--- src/include/sgl_consts.vh ---
// Constants for the strap, general-purpose pin and LED control block.
// Assumes a single 20 MHz clock and word-aligned AXI4-Lite byte addresses.
`ifndef SGL_CONSTS_VH
`define SGL_CONSTS_VH

// Clock and timing
`define SGL_CLK_HZ 20000000
`define SGL_BLINK_MS 50

// Register byte offsets
`define SGL_OFS_STATUS 5'h00
`define SGL_OFS_ADVERT 5'h04
`define SGL_OFS_STRAPS 5'h08
`define SGL_OFS_PINCTL 5'h0c
`define SGL_OFS_IRQCTL 5'h10

// Pin control register fields
`define SGL_PIN_GP0_DIR 6
`define SGL_PIN_GP0_DAT 7
`define SGL_PIN_GP1_DIR 8
`define SGL_PIN_GP1_DAT 9
`define SGL_PIN_IRQ_POL 14
`define SGL_PIN_RPT 15
`define SGL_PINCTL_RST 16'h0140
`define SGL_PINCTL_MASK 16'hc3c0

// Interrupt control register fields
`define SGL_IRQ_EN_LSB 0
`define SGL_IRQ_ST_LSB 8
`define SGL_IRQ_EVENTS 8

// Ability field layout (status and advertisement)
`define SGL_AB_10HD 0
`define SGL_AB_10FD 1
`define SGL_AB_100HD 2
`define SGL_AB_100FD 3
`define SGL_AB_ANEG 4
`define SGL_AB_WIDTH 5

// Bus responses
`define SGL_RESP_OKAY 2'b00
`define SGL_RESP_SLVERR 2'b10

`endif

--- src/rtl/sgl_strap_gpio_led.v ---
// Strap latching, two general-purpose pins, interrupt pin and status LEDs,
// with an AXI4-Lite register slave.
// Assumes all inputs are synchronous to clk and that shared strap pins are
// held by board resistors while resetn is low and just after its release.
//
// Added by the designer: the placing of the registers and the AXI4-Lite slave port.
`include "sgl_consts.vh"

module sgl_strap_gpio_led #(
  parameter BLINK_CYCLES = `SGL_BLINK_MS * (`SGL_CLK_HZ / 1000)
) (
  // Clock and reset
  input wire clk,
  input wire resetn,
  // AXI4-Lite slave
  input wire [4:0] s_axi_awaddr,
  input wire s_axi_awvalid,
  output wire s_axi_awready,
  input wire [31:0] s_axi_wdata,
  input wire [3:0] s_axi_wstrb,
  input wire s_axi_wvalid,
  output wire s_axi_wready,
  output reg [1:0] s_axi_bresp,
  output reg s_axi_bvalid,
  input wire s_axi_bready,
  input wire [4:0] s_axi_araddr,
  input wire s_axi_arvalid,
  output wire s_axi_arready,
  output reg [31:0] s_axi_rdata,
  output reg [1:0] s_axi_rresp,
  output reg s_axi_rvalid,
  input wire s_axi_rready,
  // General-purpose pins, shared with straps
  input wire gpio0_in,
  output reg gpio0_out,
  output reg gpio0_oe_n,
  input wire gpio1_in,
  output reg gpio1_out,
  output reg gpio1_oe_n,
  // Interrupt pin
  output reg irq_out,
  output reg irq_out_oe_n,
  // Plain strap inputs
  input wire [2:0] tech_sel_strap,
  input wire autoneg_ability_strap,
  input wire repeater_strap,
  // LED pins shared with straps
  input wire receive_led_in,
  output reg receive_led,
  output reg receive_led_oe_n,
  input wire collision_led_in,
  output reg collision_led,
  output reg collision_led_oe_n,
  input wire fast_speed_led_in,
  output reg fast_speed_led,
  output reg fast_speed_led_oe_n,
  // Output-only LED pins
  output reg link_led,
  output reg transmit_led,
  // Status from the data path
  input wire rx_active,
  input wire tx_active,
  input wire collision,
  input wire link_up,
  input wire speed_100,
  input wire full_duplex,
  input wire coding_bypass_mode,
  input wire bypass_signal_detect,
  input wire [7:0] irq_events,
  // Configuration to the rest of the device
  output reg seven_wire_serial_mode,
  output reg transformer_ratio_strap,
  output reg scrambler_enable,
  output reg fibre_mode,
  output reg autoneg_enable,
  output reg repeater_mode,
  output reg advanced_leds
);

  localparam [15:0] PIN_MASK = `SGL_PINCTL_MASK;
  localparam [31:0] BLINK_LAST = BLINK_CYCLES - 1;

  // Register index decode, shared by the read and write paths
  function [2:0] reg_sel;
    input [4:0] addr;
    begin
      if (addr == `SGL_OFS_STATUS) reg_sel = 3'h1;
      else if (addr == `SGL_OFS_ADVERT) reg_sel = 3'h2;
      else if (addr == `SGL_OFS_STRAPS) reg_sel = 3'h3;
      else if (addr == `SGL_OFS_PINCTL) reg_sel = 3'h4;
      else if (addr == `SGL_OFS_IRQCTL) reg_sel = 3'h5;
      else reg_sel = 3'h0;
    end
  endfunction

  // Strap capture
  reg strap_done_q, led_style_strap_q;
  reg [2:0] tech_sel_q;
  reg [`SGL_AB_WIDTH-1:0] cap_q;
  // Registers
  reg [15:0] pinctl_q;
  reg [7:0] irq_en_q, irq_st_q;
  reg [`SGL_AB_WIDTH-1:0] adv_q;
  // Bus state
  reg aw_have_q, w_have_q;
  reg [4:0] awaddr_q;
  reg [31:0] wdata_q;
  reg [3:0] wstrb_q;
  // Blink divider
  reg [31:0] blink_cnt_q;
  reg blink_q;

  wire [`SGL_AB_WIDTH-1:0] cap_d;
  wire [31:0] wmask;
  wire [2:0] wsel, rsel;
  wire wr_go, irq_pending, gp0_rd, gp1_rd;

  // Abilities from straps: bit 2 gives 10 Mbps, bit 1 gives 100 Mbps,
  // bit 0 adds full duplex to each speed enabled.
  assign cap_d[`SGL_AB_10HD] = tech_sel_q[2];
  assign cap_d[`SGL_AB_10FD] = tech_sel_q[2] & tech_sel_q[0];
  assign cap_d[`SGL_AB_100HD] = tech_sel_q[1];
  assign cap_d[`SGL_AB_100FD] = tech_sel_q[1] & tech_sel_q[0];
  assign cap_d[`SGL_AB_ANEG] = autoneg_enable;

  // Straps are taken at the first edge after reset release, while every
  // shared pin is still undriven; afterwards the pins may serve as outputs.
  always @(posedge clk or negedge resetn) begin
    if (!resetn) begin
      strap_done_q <= 1'b0;
      seven_wire_serial_mode <= 1'b0;
      transformer_ratio_strap <= 1'b0;
      scrambler_enable <= 1'b1;
      fibre_mode <= 1'b0;
      autoneg_enable <= 1'b1;
      led_style_strap_q <= 1'b1;
      tech_sel_q <= 3'h7;
      cap_q <= {`SGL_AB_WIDTH{1'b0}};
    end else if (!strap_done_q) begin
      strap_done_q <= 1'b1;
      seven_wire_serial_mode <= ~gpio0_in;
      transformer_ratio_strap <= gpio1_in;
      scrambler_enable <= collision_led_in;
      fibre_mode <= ~fast_speed_led_in;
      autoneg_enable <= autoneg_ability_strap;
      led_style_strap_q <= receive_led_in;
      tech_sel_q <= tech_sel_strap;
    end else begin
      cap_q <= cap_d;
    end
  end

  always @(posedge clk or negedge resetn) begin
    if (!resetn)
      advanced_leds <= 1'b0;
    else
      advanced_leds <= ~led_style_strap_q;
  end

  // Bus handshakes; address and data are taken in either order
  assign s_axi_awready = ~aw_have_q & ~s_axi_bvalid;
  assign s_axi_wready = ~w_have_q & ~s_axi_bvalid;
  assign s_axi_arready = ~s_axi_rvalid;
  assign wr_go = aw_have_q & w_have_q & ~s_axi_bvalid;
  assign wsel = reg_sel(awaddr_q);
  assign rsel = reg_sel(s_axi_araddr);
  assign wmask = {{8{wstrb_q[3]}}, {8{wstrb_q[2]}},
                  {8{wstrb_q[1]}}, {8{wstrb_q[0]}}};

  always @(posedge clk or negedge resetn) begin
    if (!resetn) begin
      aw_have_q <= 1'b0;
      w_have_q <= 1'b0;
      awaddr_q <= 5'h00;
      wdata_q <= 32'h0000_0000;
      wstrb_q <= 4'h0;
      s_axi_bvalid <= 1'b0;
      s_axi_bresp <= `SGL_RESP_OKAY;
    end else begin
      if (s_axi_awvalid && s_axi_awready) begin
        aw_have_q <= 1'b1;
        awaddr_q <= s_axi_awaddr;
      end
      if (s_axi_wvalid && s_axi_wready) begin
        w_have_q <= 1'b1;
        wdata_q <= s_axi_wdata;
        wstrb_q <= s_axi_wstrb;
      end
      if (wr_go) begin
        aw_have_q <= 1'b0;
        w_have_q <= 1'b0;
        s_axi_bvalid <= 1'b1;
        s_axi_bresp <= (wsel == 3'h0) ? `SGL_RESP_SLVERR : `SGL_RESP_OKAY;
      end else if (s_axi_bvalid && s_axi_bready) begin
        s_axi_bvalid <= 1'b0;
      end
    end
  end

  // Writable registers
  always @(posedge clk or negedge resetn) begin
    if (!resetn) begin
      pinctl_q <= `SGL_PINCTL_RST;
      irq_en_q <= 8'h00;
      irq_st_q <= 8'h00;
      adv_q <= {`SGL_AB_WIDTH{1'b1}};
    end else begin
      // Clamp to the live strap abilities; the captured copy lags a cycle
      if (!strap_done_q)
        adv_q <= {`SGL_AB_WIDTH{1'b1}};
      else if (wr_go && wsel == 3'h2)
        adv_q <= (wdata_q[`SGL_AB_WIDTH-1:0] & wmask[`SGL_AB_WIDTH-1:0]
                  | adv_q & ~wmask[`SGL_AB_WIDTH-1:0]) & cap_d;
      else
        adv_q <= adv_q & cap_d;
      if (wr_go && wsel == 3'h4)
        pinctl_q <= (wdata_q[15:0] & wmask[15:0] & PIN_MASK)
                    | (pinctl_q & ~(wmask[15:0] & PIN_MASK));
      if (wr_go && wsel == 3'h5 && wstrb_q[0])
        irq_en_q <= wdata_q[`SGL_IRQ_EN_LSB +: `SGL_IRQ_EVENTS];
      // A new event wins over a clear in the same cycle
      if (wr_go && wsel == 3'h5 && wstrb_q[1])
        irq_st_q <= (irq_st_q & ~wdata_q[`SGL_IRQ_ST_LSB +: `SGL_IRQ_EVENTS])
                    | irq_events;
      else
        irq_st_q <= irq_st_q | irq_events;
    end
  end

  // Data bits read the pin when it is an input
  assign gp0_rd = pinctl_q[`SGL_PIN_GP0_DIR] ? gpio0_in
                : pinctl_q[`SGL_PIN_GP0_DAT];
  assign gp1_rd = pinctl_q[`SGL_PIN_GP1_DIR] ? gpio1_in
                : pinctl_q[`SGL_PIN_GP1_DAT];

  // Read path; one cycle from address taken to data valid
  always @(posedge clk or negedge resetn) begin
    if (!resetn) begin
      s_axi_rvalid <= 1'b0;
      s_axi_rdata <= 32'h0000_0000;
      s_axi_rresp <= `SGL_RESP_OKAY;
    end else if (s_axi_arvalid && s_axi_arready) begin
      s_axi_rvalid <= 1'b1;
      s_axi_rresp <= `SGL_RESP_OKAY;
      s_axi_rdata <= 32'h0000_0000;
      if (rsel == 3'h1)
        s_axi_rdata <= {26'h000_0000, link_up, cap_q};
      else if (rsel == 3'h2)
        s_axi_rdata <= {27'h000_0000, adv_q};
      else if (rsel == 3'h3)
        s_axi_rdata <= {23'h00_0000, advanced_leds, fibre_mode,
                        scrambler_enable, autoneg_enable, tech_sel_q,
                        transformer_ratio_strap, seven_wire_serial_mode};
      else if (rsel == 3'h4)
        s_axi_rdata <= {16'h0000, pinctl_q[15:10], gp1_rd,
                        pinctl_q[8], gp0_rd, pinctl_q[6:0]};
      else if (rsel == 3'h5)
        s_axi_rdata <= {16'h0000, irq_st_q, irq_en_q};
      else
        s_axi_rresp <= `SGL_RESP_SLVERR;
    end else if (s_axi_rvalid && s_axi_rready) begin
      s_axi_rvalid <= 1'b0;
    end
  end

  // Interrupt pin: floats unless an enabled event is pending
  assign irq_pending = |(irq_st_q & irq_en_q);
  always @(posedge clk or negedge resetn) begin
    if (!resetn) begin
      irq_out <= 1'b0;
      irq_out_oe_n <= 1'b1;
      repeater_mode <= 1'b0;
    end else begin
      irq_out <= pinctl_q[`SGL_PIN_IRQ_POL];
      irq_out_oe_n <= ~irq_pending;
      repeater_mode <= repeater_strap | pinctl_q[`SGL_PIN_RPT];
    end
  end

  // General-purpose pins stay undriven until straps are captured
  always @(posedge clk or negedge resetn) begin
    if (!resetn) begin
      gpio0_out <= 1'b0;
      gpio0_oe_n <= 1'b1;
      gpio1_out <= 1'b0;
      gpio1_oe_n <= 1'b1;
    end else begin
      gpio0_out <= pinctl_q[`SGL_PIN_GP0_DAT];
      gpio0_oe_n <= ~strap_done_q | pinctl_q[`SGL_PIN_GP0_DIR];
      gpio1_out <= pinctl_q[`SGL_PIN_GP1_DAT];
      gpio1_oe_n <= ~strap_done_q | pinctl_q[`SGL_PIN_GP1_DIR];
    end
  end

  // Shared blink divider; visible rate traded against a long counter
  always @(posedge clk or negedge resetn) begin
    if (!resetn) begin
      blink_cnt_q <= 32'h0000_0000;
      blink_q <= 1'b0;
    end else if (blink_cnt_q >= BLINK_LAST) begin
      blink_cnt_q <= 32'h0000_0000;
      blink_q <= ~blink_q;
    end else begin
      blink_cnt_q <= blink_cnt_q + 32'h0000_0001;
    end
  end

  // LED drive; active low, high means off, except link_led in seven-wire or bypass mode (high on link or signal detect) and the bicolour pair (low when off)
  always @(posedge clk or negedge resetn) begin
    if (!resetn) begin
      receive_led <= 1'b1;
      receive_led_oe_n <= 1'b1;
      collision_led <= 1'b1;
      collision_led_oe_n <= 1'b1;
      fast_speed_led <= 1'b1;
      fast_speed_led_oe_n <= 1'b1;
      link_led <= 1'b1;
      transmit_led <= 1'b1;
    end else begin
      receive_led_oe_n <= ~strap_done_q;
      collision_led_oe_n <= ~strap_done_q;
      fast_speed_led_oe_n <= ~strap_done_q;
      receive_led <= rx_active ? blink_q : 1'b1;
      collision_led <= (collision & ~full_duplex) ? blink_q : 1'b1;
      if (coding_bypass_mode)
        link_led <= bypass_signal_detect;
      else if (seven_wire_serial_mode)
        link_led <= link_up;
      else
        link_led <= ~link_up;
      if (!advanced_leds) begin
        fast_speed_led <= ~speed_100;
        transmit_led <= tx_active ? blink_q : 1'b1;
      end else if (link_up && !(rx_active && blink_q)) begin
        // Colour shows duplex, the pair is driven in opposition while lit
        fast_speed_led <= full_duplex;
        transmit_led <= ~full_duplex;
      end else begin
        fast_speed_led <= 1'b0;
        transmit_led <= 1'b0;
      end
    end
  end

endmodule // sgl_strap_gpio_led

--- config.mk ---
export PLATFORM = sky130hd
export DESIGN_NAME = sgl_strap_gpio_led
export DESIGN_NICKNAME = d
export VERILOG_FILES = /design/src/rtl/sgl_strap_gpio_led.v
export VERILOG_INCLUDE_DIRS = /design/src /design/src/include
export SDC_FILE = /design/constraint.sdc
export NUM_CORES = 1
export LEC_CHECK = 0
export BUFFER_PORTS_ARGS = -buffer_cell sky130_fd_sc_hd__clkbuf_2
export CORE_MARGIN = 3
export CORE_UTILIZATION = 35
export DETAILED_ROUTE_END_ITERATION = 8
export GPL_TIMING_DRIVEN = 0
export PLACE_DENSITY = 0.56
export SLEW_MARGIN = 10
export SYNTH_ARGS = -nofsm -noshare
export SYNTH_HDL_FRONTEND = slang
export SYNTH_SLANG_ARGS = --single-unit
--- constraint.sdc ---
create_clock -name clk -period 5.5 [get_ports clk]
set_clock_uncertainty 0.1 [all_clocks]
set_input_delay 0.55 -clock clk [delete_from_list [all_inputs] [get_ports clk]]
set_output_delay 0.55 -clock clk [all_outputs]
set_load 0.02 [all_outputs]
### Yosys cells after proc, flatten, opt, wreduce, memory -nomap -nowiden

Index checks and enable logic that the tools add are counted.

* bits in registers: 162
* output and inout bits: 62

* add/subtract/negate cells: 1
* magnitude comparators: 1
* eq/ne operators: 16
* multiplexer cells: 44
* bitwise operators: 38
* reductions and logical operators: 21

Operators with widths (count)
* $mux W16: 5
* $add A32 B1 Y32 const B: 1
* $and A16 B16 Y16: 2
* $ge A32 B20 Y1 const B: 1
* $mux W32: 1
* $mux W3: 10
* $and A5 B5 Y5: 4
* $eq A5 B4 Y1 const B: 4
* $mux W1: 19
* $and A8 B8 Y8: 2
* $not A16 Y16: 1
* $or A16 B16 Y16: 1
* $or A8 B8 Y8: 2
* $not A1 Y1: 13
* $eq A3 B3 Y1 const B: 4
* $logic_and A1 B1 Y1: 12
* $mux W2: 6
* $eq A5 B3 Y1 const B: 2
* $eq A5 B5 Y1 const B: 2
* $logic_not A5 Y1: 2
* $mux W5: 2
* $eq A3 B2 Y1 const B: 3
* $mux W8: 1
* $not A8 Y8: 1
* other kinds (9): 20

### Longest topological paths before layout

Gate-level depths: netlist (run 1).

* depth in word-level cells: 12
* depth in mapped cells: 6
* gate-level depth less buffers: 5

### Worst setup path before layout (run 1)

Ideal clock, no wire load.

* kind: register -> register
* start point: reg s_axi_bvalid
* end point: reg wdata_q[10]
* library setup time: 125 ps
* arrival: 2013 ps
* path slack: 3262 ps
* cell stages (with the launch flop): 6
* buffers on the path: 2
* path through: dfrtp_1 -> nor2_1 -> and2_1 -> clkbuf_1 -> clkbuf_1 -> mux2_2

* word-level cells in the longest chain between the ends: 3

RTL lines
* start: declaration: RTL line sgl_strap_gpio_led.v:24 `output reg s_axi_bvalid,`
* start signal: assignment: RTL line sgl_strap_gpio_led.v:177 `s_axi_bvalid <= 1'b0;`
* start signal: assignment: RTL line sgl_strap_gpio_led.v:192 `s_axi_bvalid <= 1'b1;`
* start signal: assignment: RTL line sgl_strap_gpio_led.v:195 `s_axi_bvalid <= 1'b0;`
* $not A1 Y1: RTL line sgl_strap_gpio_led.v:162 `assign s_axi_wready = ~w_have_q & ~s_axi_bvalid;`
* $and A1 B1 Y1: RTL line sgl_strap_gpio_led.v:162
* named net s_axi_wready: RTL line sgl_strap_gpio_led.v:22 `output wire s_axi_wready,`
* $logic_and A1 B1 Y1: RTL line sgl_strap_gpio_led.v:184 `if (s_axi_wvalid && s_axi_wready) begin`
* end signal: assignment: RTL line sgl_strap_gpio_led.v:186 `wdata_q <= s_axi_wdata;`
* end: declaration: RTL line sgl_strap_gpio_led.v:107 `reg [31:0] wdata_q;`

The timed path passes the listed nets, and every way through them passes these cells.
A chain may end at the register's enable or synchronous reset.

### Worst setup path in the final report (run 1)

* start point: reg s_axi_bvalid
* end point: reg wdata_q[10]

* word-level cells in the longest chain between the ends: 3

RTL lines (RTL line)
* $not A1 Y1: sgl_strap_gpio_led.v:162
* $and A1 B1 Y1: sgl_strap_gpio_led.v:162
* $logic_and A1 B1 Y1: sgl_strap_gpio_led.v:184

Every way passes these cells.

==> run_results.csv, run 1 <==
group,metric,value,unit
run_status,run_status,"finished clean",
floorplanning,boundaryPins,141,
clock_network,cts_max_path_buffers,2,
worst_setup_path,criticalPathCategory,"reg -> reg",
global_route,antenna_found_initial,1,
pwr,p_leak,3.25,nW
cells_and_area,num_antenna_cells,0,
yosys,async_reset_ff_frac,1.00,
placement,gp_congestion,0.850,
placement,port-buffer-count,103,
placement,pre_cts_ws,3.02,ns
route,dr.pass1.iters,8,
route,totalWireLength,14100,um
pwr,powerDensity,392,nW/um2
yosys,ys_ff_latch,134,
yosys,synth-compound-area-share,0.127,
floorplanning,row_count,46,
sta,slew_headroom,0.563,
yosys,synth_cell_type_count,60,
worst_setup_path,critPathArrivalTime,2.55,ns
floorplanning,dieArea,18400,um2
yosys,synthSimpleGateAreaFrac,0.130,
route,drt-initial-drc-count,291,
yosys,syn_avg_cell_area,11.6,um2
global_route,grt_usage,0.161,
clock_network,htree_levels,4,
route,vias_per_cell,4.89,
cells_and_area,regArea,3380,um2
route,drc,0,
sta,slew_violations,0,
clock_network,cts.clk_slew.worst_paths,0.06,ns
floorplanning,initial_core_util,0.363,
floorplanning,die_x,136,um
cells_and_area,nNetsFinal,739,
clock_network,hold_buffers,0,
yosys,synthAdderAreaFrac,0.00213,
yosys,synthCells,507,
worst_hold_path,hold_class,"in -> async",
sta,fmax,427,MHz
global_route,grt_pass1_wl,22900,um
yosys,yosys.area_share.xor_xnor,0.0194,
worst_setup_path,cp-start-kind,"flop",
flow_run,cap_violations,0,
sta,hold_viol,0,
worst_setup_path,worstSetupEndpointType,"flop",
cells_and_area,nFillCells,1494,
route,via_count,4341,
yosys,syn_area,5870,um2
cells_and_area,fin_util,0.457,
worst_setup_path,path_max_fanout,10,
cells_and_area,multiInputGateArea,2320,um2
yosys,synth_top_family_by_area,"simple AND/OR/NAND/NOR gates",
worst_setup_path,required,5.71,ns
sta,rsz0062_at_grt,"false",
yosys,ys_seq_area_frac,0.576,
yosys,synth_ff_type,"dfrtp_1",
clock_network,clock_tree.root_cell,"clkbuf_16",
cells_and_area,drive_gt1_frac,0.345,
sta,fin_ws,3.16,ns
pwr,max-vdd-ir-drop,257,uV
route,antenna_left,0,
global_route,grt-ovfl-total,0,
sta,tns,0,ns
yosys,synth.mux.area_fraction,0.0961,
global_route,grt_pass1_vias,4404,
sta,setup_viol,0,
clock_network,clock_latency,0.42,ns
placement,dp_hpwl,10600,um
floorplanning,core,16200,um2
clock_network,cts-resized-gates,0,
floorplanning,die_h,136,um
sta,fin_crit_sh,0.426,
sta,fin_crit,2.34,ns
clock_network,cts_setup_buffers,0,
sta,tightest_slew,0.649,ns
clock_network,cts_buffers,17,
clock_network,cts.sinks,134,
cells_and_area,syn_to_final_growth,25.8,%
yosys,yosysWarnings,0,
route,wl_per_cell,15.9,um
global_route,grt_max_degree,75,
clock_network,cts_tree,"yes",
yosys,synth_edf_count,0,
## synthesized netlist by cell type (2+ instances only)
library cell	n	area (um2)
dfrtp_1	112	2800
nand2_1	55	206
mux2_2	43	484
o21ai_0	26	130
dfstp_2	22	578
buf_4	20	150
inv_1	18	67.6
nor2_1	15	56.3
a211oi_1	14	105
clkbuf_1	14	52.6
nand4_1	13	81.3
nand3_1	12	60.1
a21oi_1	10	50.1
a21o_1	9	67.6
mux2i_1	8	80.1
xnor2_1	8	70.1
a22oi_1	6	45.0
and2_1	6	37.5
a221oi_1	5	43.8
nor3_1	5	25.0
nor3b_1	5	37.5
or3_1	5	31.3
xor2_1	5	43.8
and4_1	4	35.0
nand2b_1	4	25.0
nor4_1	4	25.0
o211ai_1	4	30.0
o221ai_1	4	35.0
o31ai_1	4	30.0
or4_1	4	30.0
a22o_1	3	26.3
a31oi_1	3	18.8
nor2b_1	3	18.8
a41oi_1	2	17.5
and3_1	2	12.5
and3b_1	2	17.5
buf_1	2	7.51
conb_1	2	7.51
o2111ai_1	2	17.5
or4_4	2	22.5
## placed cells by master (no fill, tap or decap), types with 14 or more instances in the layout
cell / count
inv_1: 18
buf_4: 20
dfrtp_1: 112
mux2_2: 43
clkbuf_16: 17
clkbuf_1: 14
o21ai_0: 26
conb_1: 31
dfstp_2: 22
nand2_1: 55
nor2_1: 15
clkbuf_2: 102
a211oi_1: 14
## stage by stage
step                      hold WS [ns]  cells  instance area (um2)  total power [W]
after floorplan                  0.154    536                 5980          0.00162
after global placement           0.314    855                 6770          0.00179
after detailed placement         0.304    856                 6810          0.00181
after CTS                       0.0181    888                 7390          0.00293
after global routing            0.0425    888                 7390          0.00304
final                          0.00864    888                 7390          0.00290
## cell type report
class | instances | area share
plain buffers | 37 | 0.0291
clock buffers | 18 | 0.0595
clock inverters | 14 | 0.0193
inverters | 19 | 0.00965
multi-input cells | 346 | 0.314
flip-flops and latches | 134 | 0.458
well taps | 216 | 0.0366
repair buffers | 104 | 0.0747
## report_power, final
group	internal [W]	switching (W)	total, W
clock	0.000646	0.000460	0.00111
combinational	0.000233	0.000254	0.000487
sequential	0.00117	0.000130	0.00130
## worst max-delay path, stage by stage (launching register included)
cell	delay, ns
dfrtp_1	0.41
nor2_1	0.13
and2_1	0.15
clkbuf_1	0.49
clkbuf_1	0.55
mux2_2	0.40
## per-layer routing
metal	wire length (um)	GRT usage	share of wire
met1	6460	0.215	0.46
met2	6650	0.248	0.47
met3	702	0.0375	0.050
met4	327	0.0761	0.023
met5	13	0	0.00092
## flip-flops by register name (all words and copies together), names as in the netlist, 2 cells and up, named ones only
| register | count |
|---|---|
| wstrb_q | 2 |
| blink_cnt_q | 32 |
| wdata_q | 16 |
| awaddr_q | 5 |
| adv_q | 5 |
| irq_en_q | 8 |
| s_axi_rdata | 16 |
| tech_sel_q | 3 |
| irq_st_q | 8 |
| cap_q | 5 |
## worst paths after layout
path / startpoint / to / cells past startpoint / slack (ns)
max in group asynchronous: resetn / irq_out_oe_n / 2 / 4.52
min in group clk: rx_active / receive_led / 2 / 0.18
worst min-delay path: resetn / blink_cnt_q[23] / 1 / 0.009
worst min register to register: flop / gpio0_out / 0 / 0.32
worst max register to register: s_axi_bvalid / wdata_q[10] / 5 / 3.16
worst max-delay path: s_axi_bvalid / wdata_q[10] / 5 / 3.16
## kinds of logic after synthesis
kind of cell / Yosys count
multiplexers: 51
AO/OA/AOI/OAI: 105
flip-flops: 134
AND/OR/NAND/NOR: 145
adder cells (fa/ha/maj): 1
buffers and inverters: 56
XOR/XNOR: 13
other: 2
Power figures use the tool's default switching activity.
==> inputs of run 2 (changes only) <==
==> constraint.sdc (replaced) <==
create_clock -name clk -period 2.3 [get_ports clk]
set_clock_uncertainty 0.1 [all_clocks]
set_input_delay 0.23 -clock clk [delete_from_list [all_inputs] [get_ports clk]]
set_output_delay 0.23 -clock clk [all_outputs]
set_load 0.02 [all_outputs]
==> run 2 against run 1 <==
Against the previous run:
- core utilization up 3.5 points
- flip-flop and latch count is the same
- routed wire length grew 2.5%
- via count up 5.5%
- power increased by 140%
- die area did not move
- largest power group unchanged
==> run_results.csv, run 2 (synthesis gave the netlist of run 1 again) <==
group,metric,value,unit
route,via_count,4579,
route,dr.pass1.iters,7,
placement,port-buffer-count,103,
worst_setup_path,path_max_fanout,10,
sta,fin_crit_sh,0.957,
sta,fin_crit,2.20,ns
floorplanning,row_count,46,
clock_network,cts_buffers,17,
clock_network,htree_levels,4,
worst_setup_path,crit_slowest_cell,"or4_1",
floorplanning,die_h,136,um
worst_setup_path,cp.buffers_inverters,1,
worst_setup_path,cpPeakStageDelay,0.60,ns
worst_setup_path,cp_top_family,"compound AO/OA/AOI/OAI gates",
placement,dpl_cell_area,6810,um2
route,drc,0,
worst_setup_path,required,2.51,ns
sta,fin_ws,0.100,ns
sta,slew_headroom,0.555,
worst_setup_path,criticalPathCategory,"reg -> reg",
sta,tightest_slew,0.666,ns
worst_setup_path,worstSetupEndpointType,"flop",
global_route,grt_pass1_vias,4604,
global_route,grt_usage,0.165,
cells_and_area,mostFrequentLayoutCells,"112 x dfrtp_1, 103 x clkbuf_2, 55 x nand2_1, 55 x dlygate4sd3_1, 43 x mux2_2",
cells_and_area,nNetsFinal,795,
cells_and_area,drive_gt1_frac,0.321,
clock_network,cts.clk_slew.worst_paths,0.06,ns
cells_and_area,regMostFlops,"blink_cnt_q",
sta,fmax,455,MHz
floorplanning,die_x,136,um
sta,setup_viol,0,
sta,hold_viol,0,
placement,dp_hpwl,10600,um
sta,rsz0062_at_grt,"true",
cells_and_area,layout_commonest_cell,"dfrtp_1",
cells_and_area,regArea,3380,um2
cells_and_area,multiInputGateArea,2320,um2
cells_and_area,design_area,7950,um2
floorplanning,core,16200,um2
route,drt-initial-drc-count,249,
global_route,antenna_found_initial,0,
worst_setup_path,cp-start-kind,"flop",
global_route,grt-ovfl-total,0,
cells_and_area,top_regs,"blink_cnt_q (32), s_axi_rdata (16), wdata_q (16)",
cells_and_area,largest_reg_flops,32,
floorplanning,initial_core_util,0.363,
worst_setup_path,crit_chain,"or4_1 > a211oi_4 > o21ai_2 > buf_2 > a211oi_1",
run_status,run_status,"finished clean",
route,vias_per_cell,4.85,
pwr,power.total,0.00700,W
global_route,grt_pass1_wl,23500,um
sta,slew_violations,0,
clock_network,cts.sinks,134,
cells_and_area,nFillCells,1440,
clock_network,cts_tree,"yes",
worst_hold_path,hold_class,"in -> reg",
clock_network,clock_tree.root_cell,"clkbuf_16",
clock_network,clock_latency,0.42,ns
clock_network,cts_max_path_buffers,2,
pwr,p_leak,3.49,nW
route,totalWireLength,14500,um
worst_setup_path,critPathArrivalTime,2.41,ns
global_route,grt_max_degree,75,
route,antenna_left,0,
placement,pre_cts_ws,-0.0940,ns
flow_run,cap_violations,0,
pwr,max-vdd-ir-drop,623,uV
pwr,powerDensity,880,nW/um2
cells_and_area,syn_to_final_growth,35.4,%
floorplanning,boundaryPins,141,
route,wl_per_cell,15.4,um
floorplanning,dieArea,18400,um2
placement,gp_congestion,0.850,
cells_and_area,num_antenna_cells,0,
[run 2: changes by cell type in the layout (fill, tap and decap cells not counted)]
cell	before	now
a211oi_2	1	0
a211oi_4	0	1
buf_4	20	21
clkbuf_1	14	13
clkbuf_2	102	103
dlygate4sd3_1	0	55
[run 2: final cells by class]
cell class / instances / area share
sequential: 134 / 0.425
multi-input combinational: 346 / 0.292
timing repair buffer: 160 / 0.140
clock buffer: 18 / 0.0552
tap: 216 / 0.0340
buffer: 37 / 0.0272
clock inverter: 14 / 0.0179
inverter: 19 / 0.00897
[run 2: routing by layer]
metal  vias to the layer above  track usage  part of all wire
met1                      2203        0.220              0.45
met5                         -            0                 0
li1                       2213            -                 -
met2                       136        0.259              0.47
met4                         0       0.0795             0.030
met3                        27       0.0327             0.049
[run 2: repair_timing]
action                     CTS  global route
buffers inserted             0             1
gates resized for setup      1             1
setup endpoints to repair   10             8
hold buffers                55             0
hold endpoints to repair    97             0
pin swaps                    0             1
[run 2: worst min-delay path: cells and delay by family]
kind / cells / cell delay [ns]
buf+inv: 1 / 0.11
compound gates: 1 / 0.11
simple gates: 1 / 0.05
[run 2: path summary, 6_finish.rpt]
kind | startpoint | endpoint | depth (start not counted) | slack [ns]
max in group asynchronous | resetn | irq_out_oe_n | 3 | 1.09
worst min register to register | led_style_strap_q | advanced_leds | 1 | 0.33
min in group asynchronous | resetn | blink_cnt_q[23] | 2 | 0.25
worst max register to register | blink_cnt_q[13] | blink_cnt_q[4] | 5 | 0.10
worst max-delay path | blink_cnt_q[13] | blink_cnt_q[4] | 5 | 0.10
worst min-delay path | bypass_signal_detect | link_led | 3 | 0.01
[run 2: through the flow]
step,TNS [ns],utilization,hold WS (ns),instances
floorplan,0,-,-0.166,536
global placement,-143.41,0.419,0.283,855
detailed placement,-0.890,0.421,0.148,856
CTS,0,0.491,0.0131,943
global route,-0.000230,0.492,0.00603,944
finish,0,0.492,0.0140,944
[run 2: where the power goes]
group          leakage, nW  total [W]  internal, W  switching, W
registers             1.63    0.00312      0.00280      0.000313
logic                 1.59    0.00124     0.000620      0.000622
clock network        0.270    0.00265      0.00154       0.00110
==> inputs of run 3 (changes only) <==
==> constraint.sdc (replaced) <==
create_clock -name clk -period 2.6 [get_ports clk]
set_clock_uncertainty 0.1 [all_clocks]
set_input_delay 0.26 -clock clk [delete_from_list [all_inputs] [get_ports clk]]
set_output_delay 0.26 -clock clk [all_outputs]
set_load 0.1 [all_outputs]
==> run 3 against run 2 <==
Against the previous run:
- fmax decreased by 7.9%
- die area unchanged
- power decreased by 1.8%
- flip-flop and latch count unchanged
- clock power decreased by 12%
- largest cell class unchanged
- largest power group unchanged
- highest routed layer unchanged
==> run_results.csv, run 3 (synthesis gave the netlist of run 1 again) <==
group,metric,value,unit
worst_setup_path,cp_top_family,"buffers and inverters",
sta,fin_ws,0.210,ns
clock_network,cts_max_path_buffers,2,
cells_and_area,layout_commonest_cell,"dfrtp_1",
cells_and_area,nNetsFinal,788,
clock_network,cts_tree,"yes",
cells_and_area,regMostFlops,"blink_cnt_q",
floorplanning,die_x,136,um
worst_hold_path,hold_depth,3,
route,dr.pass1.iters,4,
worst_setup_path,reg2reg_slack,0.21,ns
route,via_count,4561,
floorplanning,core,16200,um2
sta,setup_viol,0,
floorplanning,die_h,136,um
clock_network,htree_levels,4,
global_route,antenna_found_initial,0,
clock_network,cts_buffers,17,
worst_setup_path,criticalPathCategory,"reg -> reg",
worst_hold_path,hp-start,"full_duplex",
worst_setup_path,reg2reg_depth,7,
clock_network,clock_tree.root_cell,"clkbuf_16",
worst_setup_path,required,2.86,ns
cells_and_area,largest_reg_flops,32,
sta,tightest_slew,0.707,ns
worst_hold_path,min_to,"fast_speed_led",
sta,rsz0062_at_grt,"false",
worst_setup_path,cpPeakStageDelay,0.59,ns
cells_and_area,mostFrequentLayoutCells,"110 x dfrtp_1, 103 x clkbuf_2, 55 x nand2_1, 49 x dlygate4sd3_1, 43 x mux2_2",
placement,port-buffer-count,103,
global_route,grt-ovfl-total,0,
pwr,p_leak,3.47,nW
global_route,grt_pass1_vias,4519,
cells_and_area,design_area,7890,um2
sta,tns,0,ns
cells_and_area,fin_util,0.488,
route,totalWireLength,14500,um
cells_and_area,syn_to_final_growth,34.3,%
clock_network,cts.sinks,134,
worst_setup_path,reg2reg_from,"s_axi_rvalid",
global_route,grt_max_degree,77,
worst_setup_path,cp.buffers_inverters,4,
global_route,grt_pass1_wl,23600,um
sta,slew_headroom,0.525,
run_status,run_status,"finished clean",
cells_and_area,top_regs,"blink_cnt_q (32), s_axi_rdata (16), wdata_q (16)",
sta,fin_crit,2.39,ns
pwr,powerDensity,872,nW/um2
route,vias_per_cell,4.87,
worst_setup_path,crit_chain,"clkinv_2 > nand2_1 > clkbuf_1 > buf_1 > nand2_1 > o41ai_1 > dlygate4sd3_1",
placement,dpl_cell_area,6820,um2
worst_setup_path,path_common_cell,"nand2_1",
clock_network,cts.clk_slew.worst_paths,0.06,ns
placement,dp_hpwl,10500,um
clock_network,cts_setup_buffers,0,
route,drt-initial-drc-count,302,
floorplanning,initial_core_util,0.363,
sta,fmax,418,MHz
flow_run,cap_violations,0,
placement,gp_congestion,0.845,
floorplanning,dieArea,18400,um2
worst_setup_path,path_max_fanout,10,
sta,fin_crit_sh,0.919,
worst_setup_path,critPathArrivalTime,2.65,ns
cells_and_area,num_antenna_cells,0,
placement,pre_cts_ws,0.394,ns
worst_setup_path,r2r_end,"s_axi_rdata[14]",
global_route,grt_usage,0.165,
clock_network,clock_latency,0.42,ns
worst_setup_path,worstSetupEndpointType,"flop",
clock_network,hold_buffers,49,
sta,slew_violations,0,
pwr,max-vdd-ir-drop,720,uV
worst_setup_path,crit_slowest_cell,"dlygate4sd3_1",
cells_and_area,nFillCells,1483,
clock_network,cts-resized-gates,0,
route,antenna_left,0,
route,drc,0,
floorplanning,row_count,46,
floorplanning,boundaryPins,141,
worst_setup_path,cp-start-kind,"flop",
cells_and_area,drive_gt1_frac,0.330,
worst_hold_path,hold_class,"in -> reg",
sta,hold_viol,0,
sta,hold_slack,0.0168,ns
route,wl_per_cell,15.5,um
[run 3: cell count changes in the layout (fill, tap and decap cells not counted), sizes merged]
cell,change
clkinvlp,-2
inv,+1
buf,-1
dlygate4sd3,-6
clkinv,+1
[run 3: metrics by stage]
stage / total power (W) / std cells
after global routing: 0.00720 / 937
final: 0.00688 / 937
after CTS: 0.00695 / 937
after global placement: 0.00449 / 855
after floorplan: 0.00413 / 536
after detailed placement: 0.00453 / 856
[run 3: metal layers]
| metal | GRT usage | vias to the layer above | part of all wire |
|---|---|---|---|
| met5 | 0 | - | 0 |
| met4 | 0.0582 | 0 | 0.018 |
| met3 | 0.0360 | 22 | 0.052 |
| met2 | 0.257 | 116 | 0.47 |
| met1 | 0.228 | 2230 | 0.46 |
| li1 | - | 2193 | - |
[run 3: where the power goes]
group,switching (W),internal [W],total [W]
Clock,0.000972,0.00136,0.00234
Sequential,0.000285,0.00248,0.00277
Combinational,0.00123,0.000546,0.00178
[run 3: layout make-up]
class / instances / area, um2 / area share
clock buffer: 18 / 439 / 0.0557
multi-input combinational: 346 / 2330 / 0.295
inverter: 19 / 72.6 / 0.00920
sequential: 134 / 3380 / 0.429
clock inverter: 14 / 139 / 0.0176
buffer: 37 / 216 / 0.0274
timing repair buffer: 153 / 1040 / 0.132
tap: 216 / 270 / 0.0343
[run 3: worst min-delay path, delay by kind of cell]
family / cells / cell delay, ns
AND/OR/NAND/NOR: 1 / 0.08
AO/OA/AOI/OAI: 1 / 0.09
buffers and inverters: 1 / 0.09
[run 3: worst max-delay path by stage]
stage | to | from | cells past startpoint
6_report | s_axi_rdata[14] | s_axi_rvalid | 7
4_1_cts | s_axi_rdata[14] | s_axi_rvalid | 7
3_5_place_dp | blink_cnt_q[4] | blink_cnt_q[13] | 5
3_3_place_gp | s_axi_rvalid | resetn | 1
5_1_grt | s_axi_rdata[14] | s_axi_rvalid | 7
2_1_floorplan | wdata_q[10] | s_axi_bvalid | 5
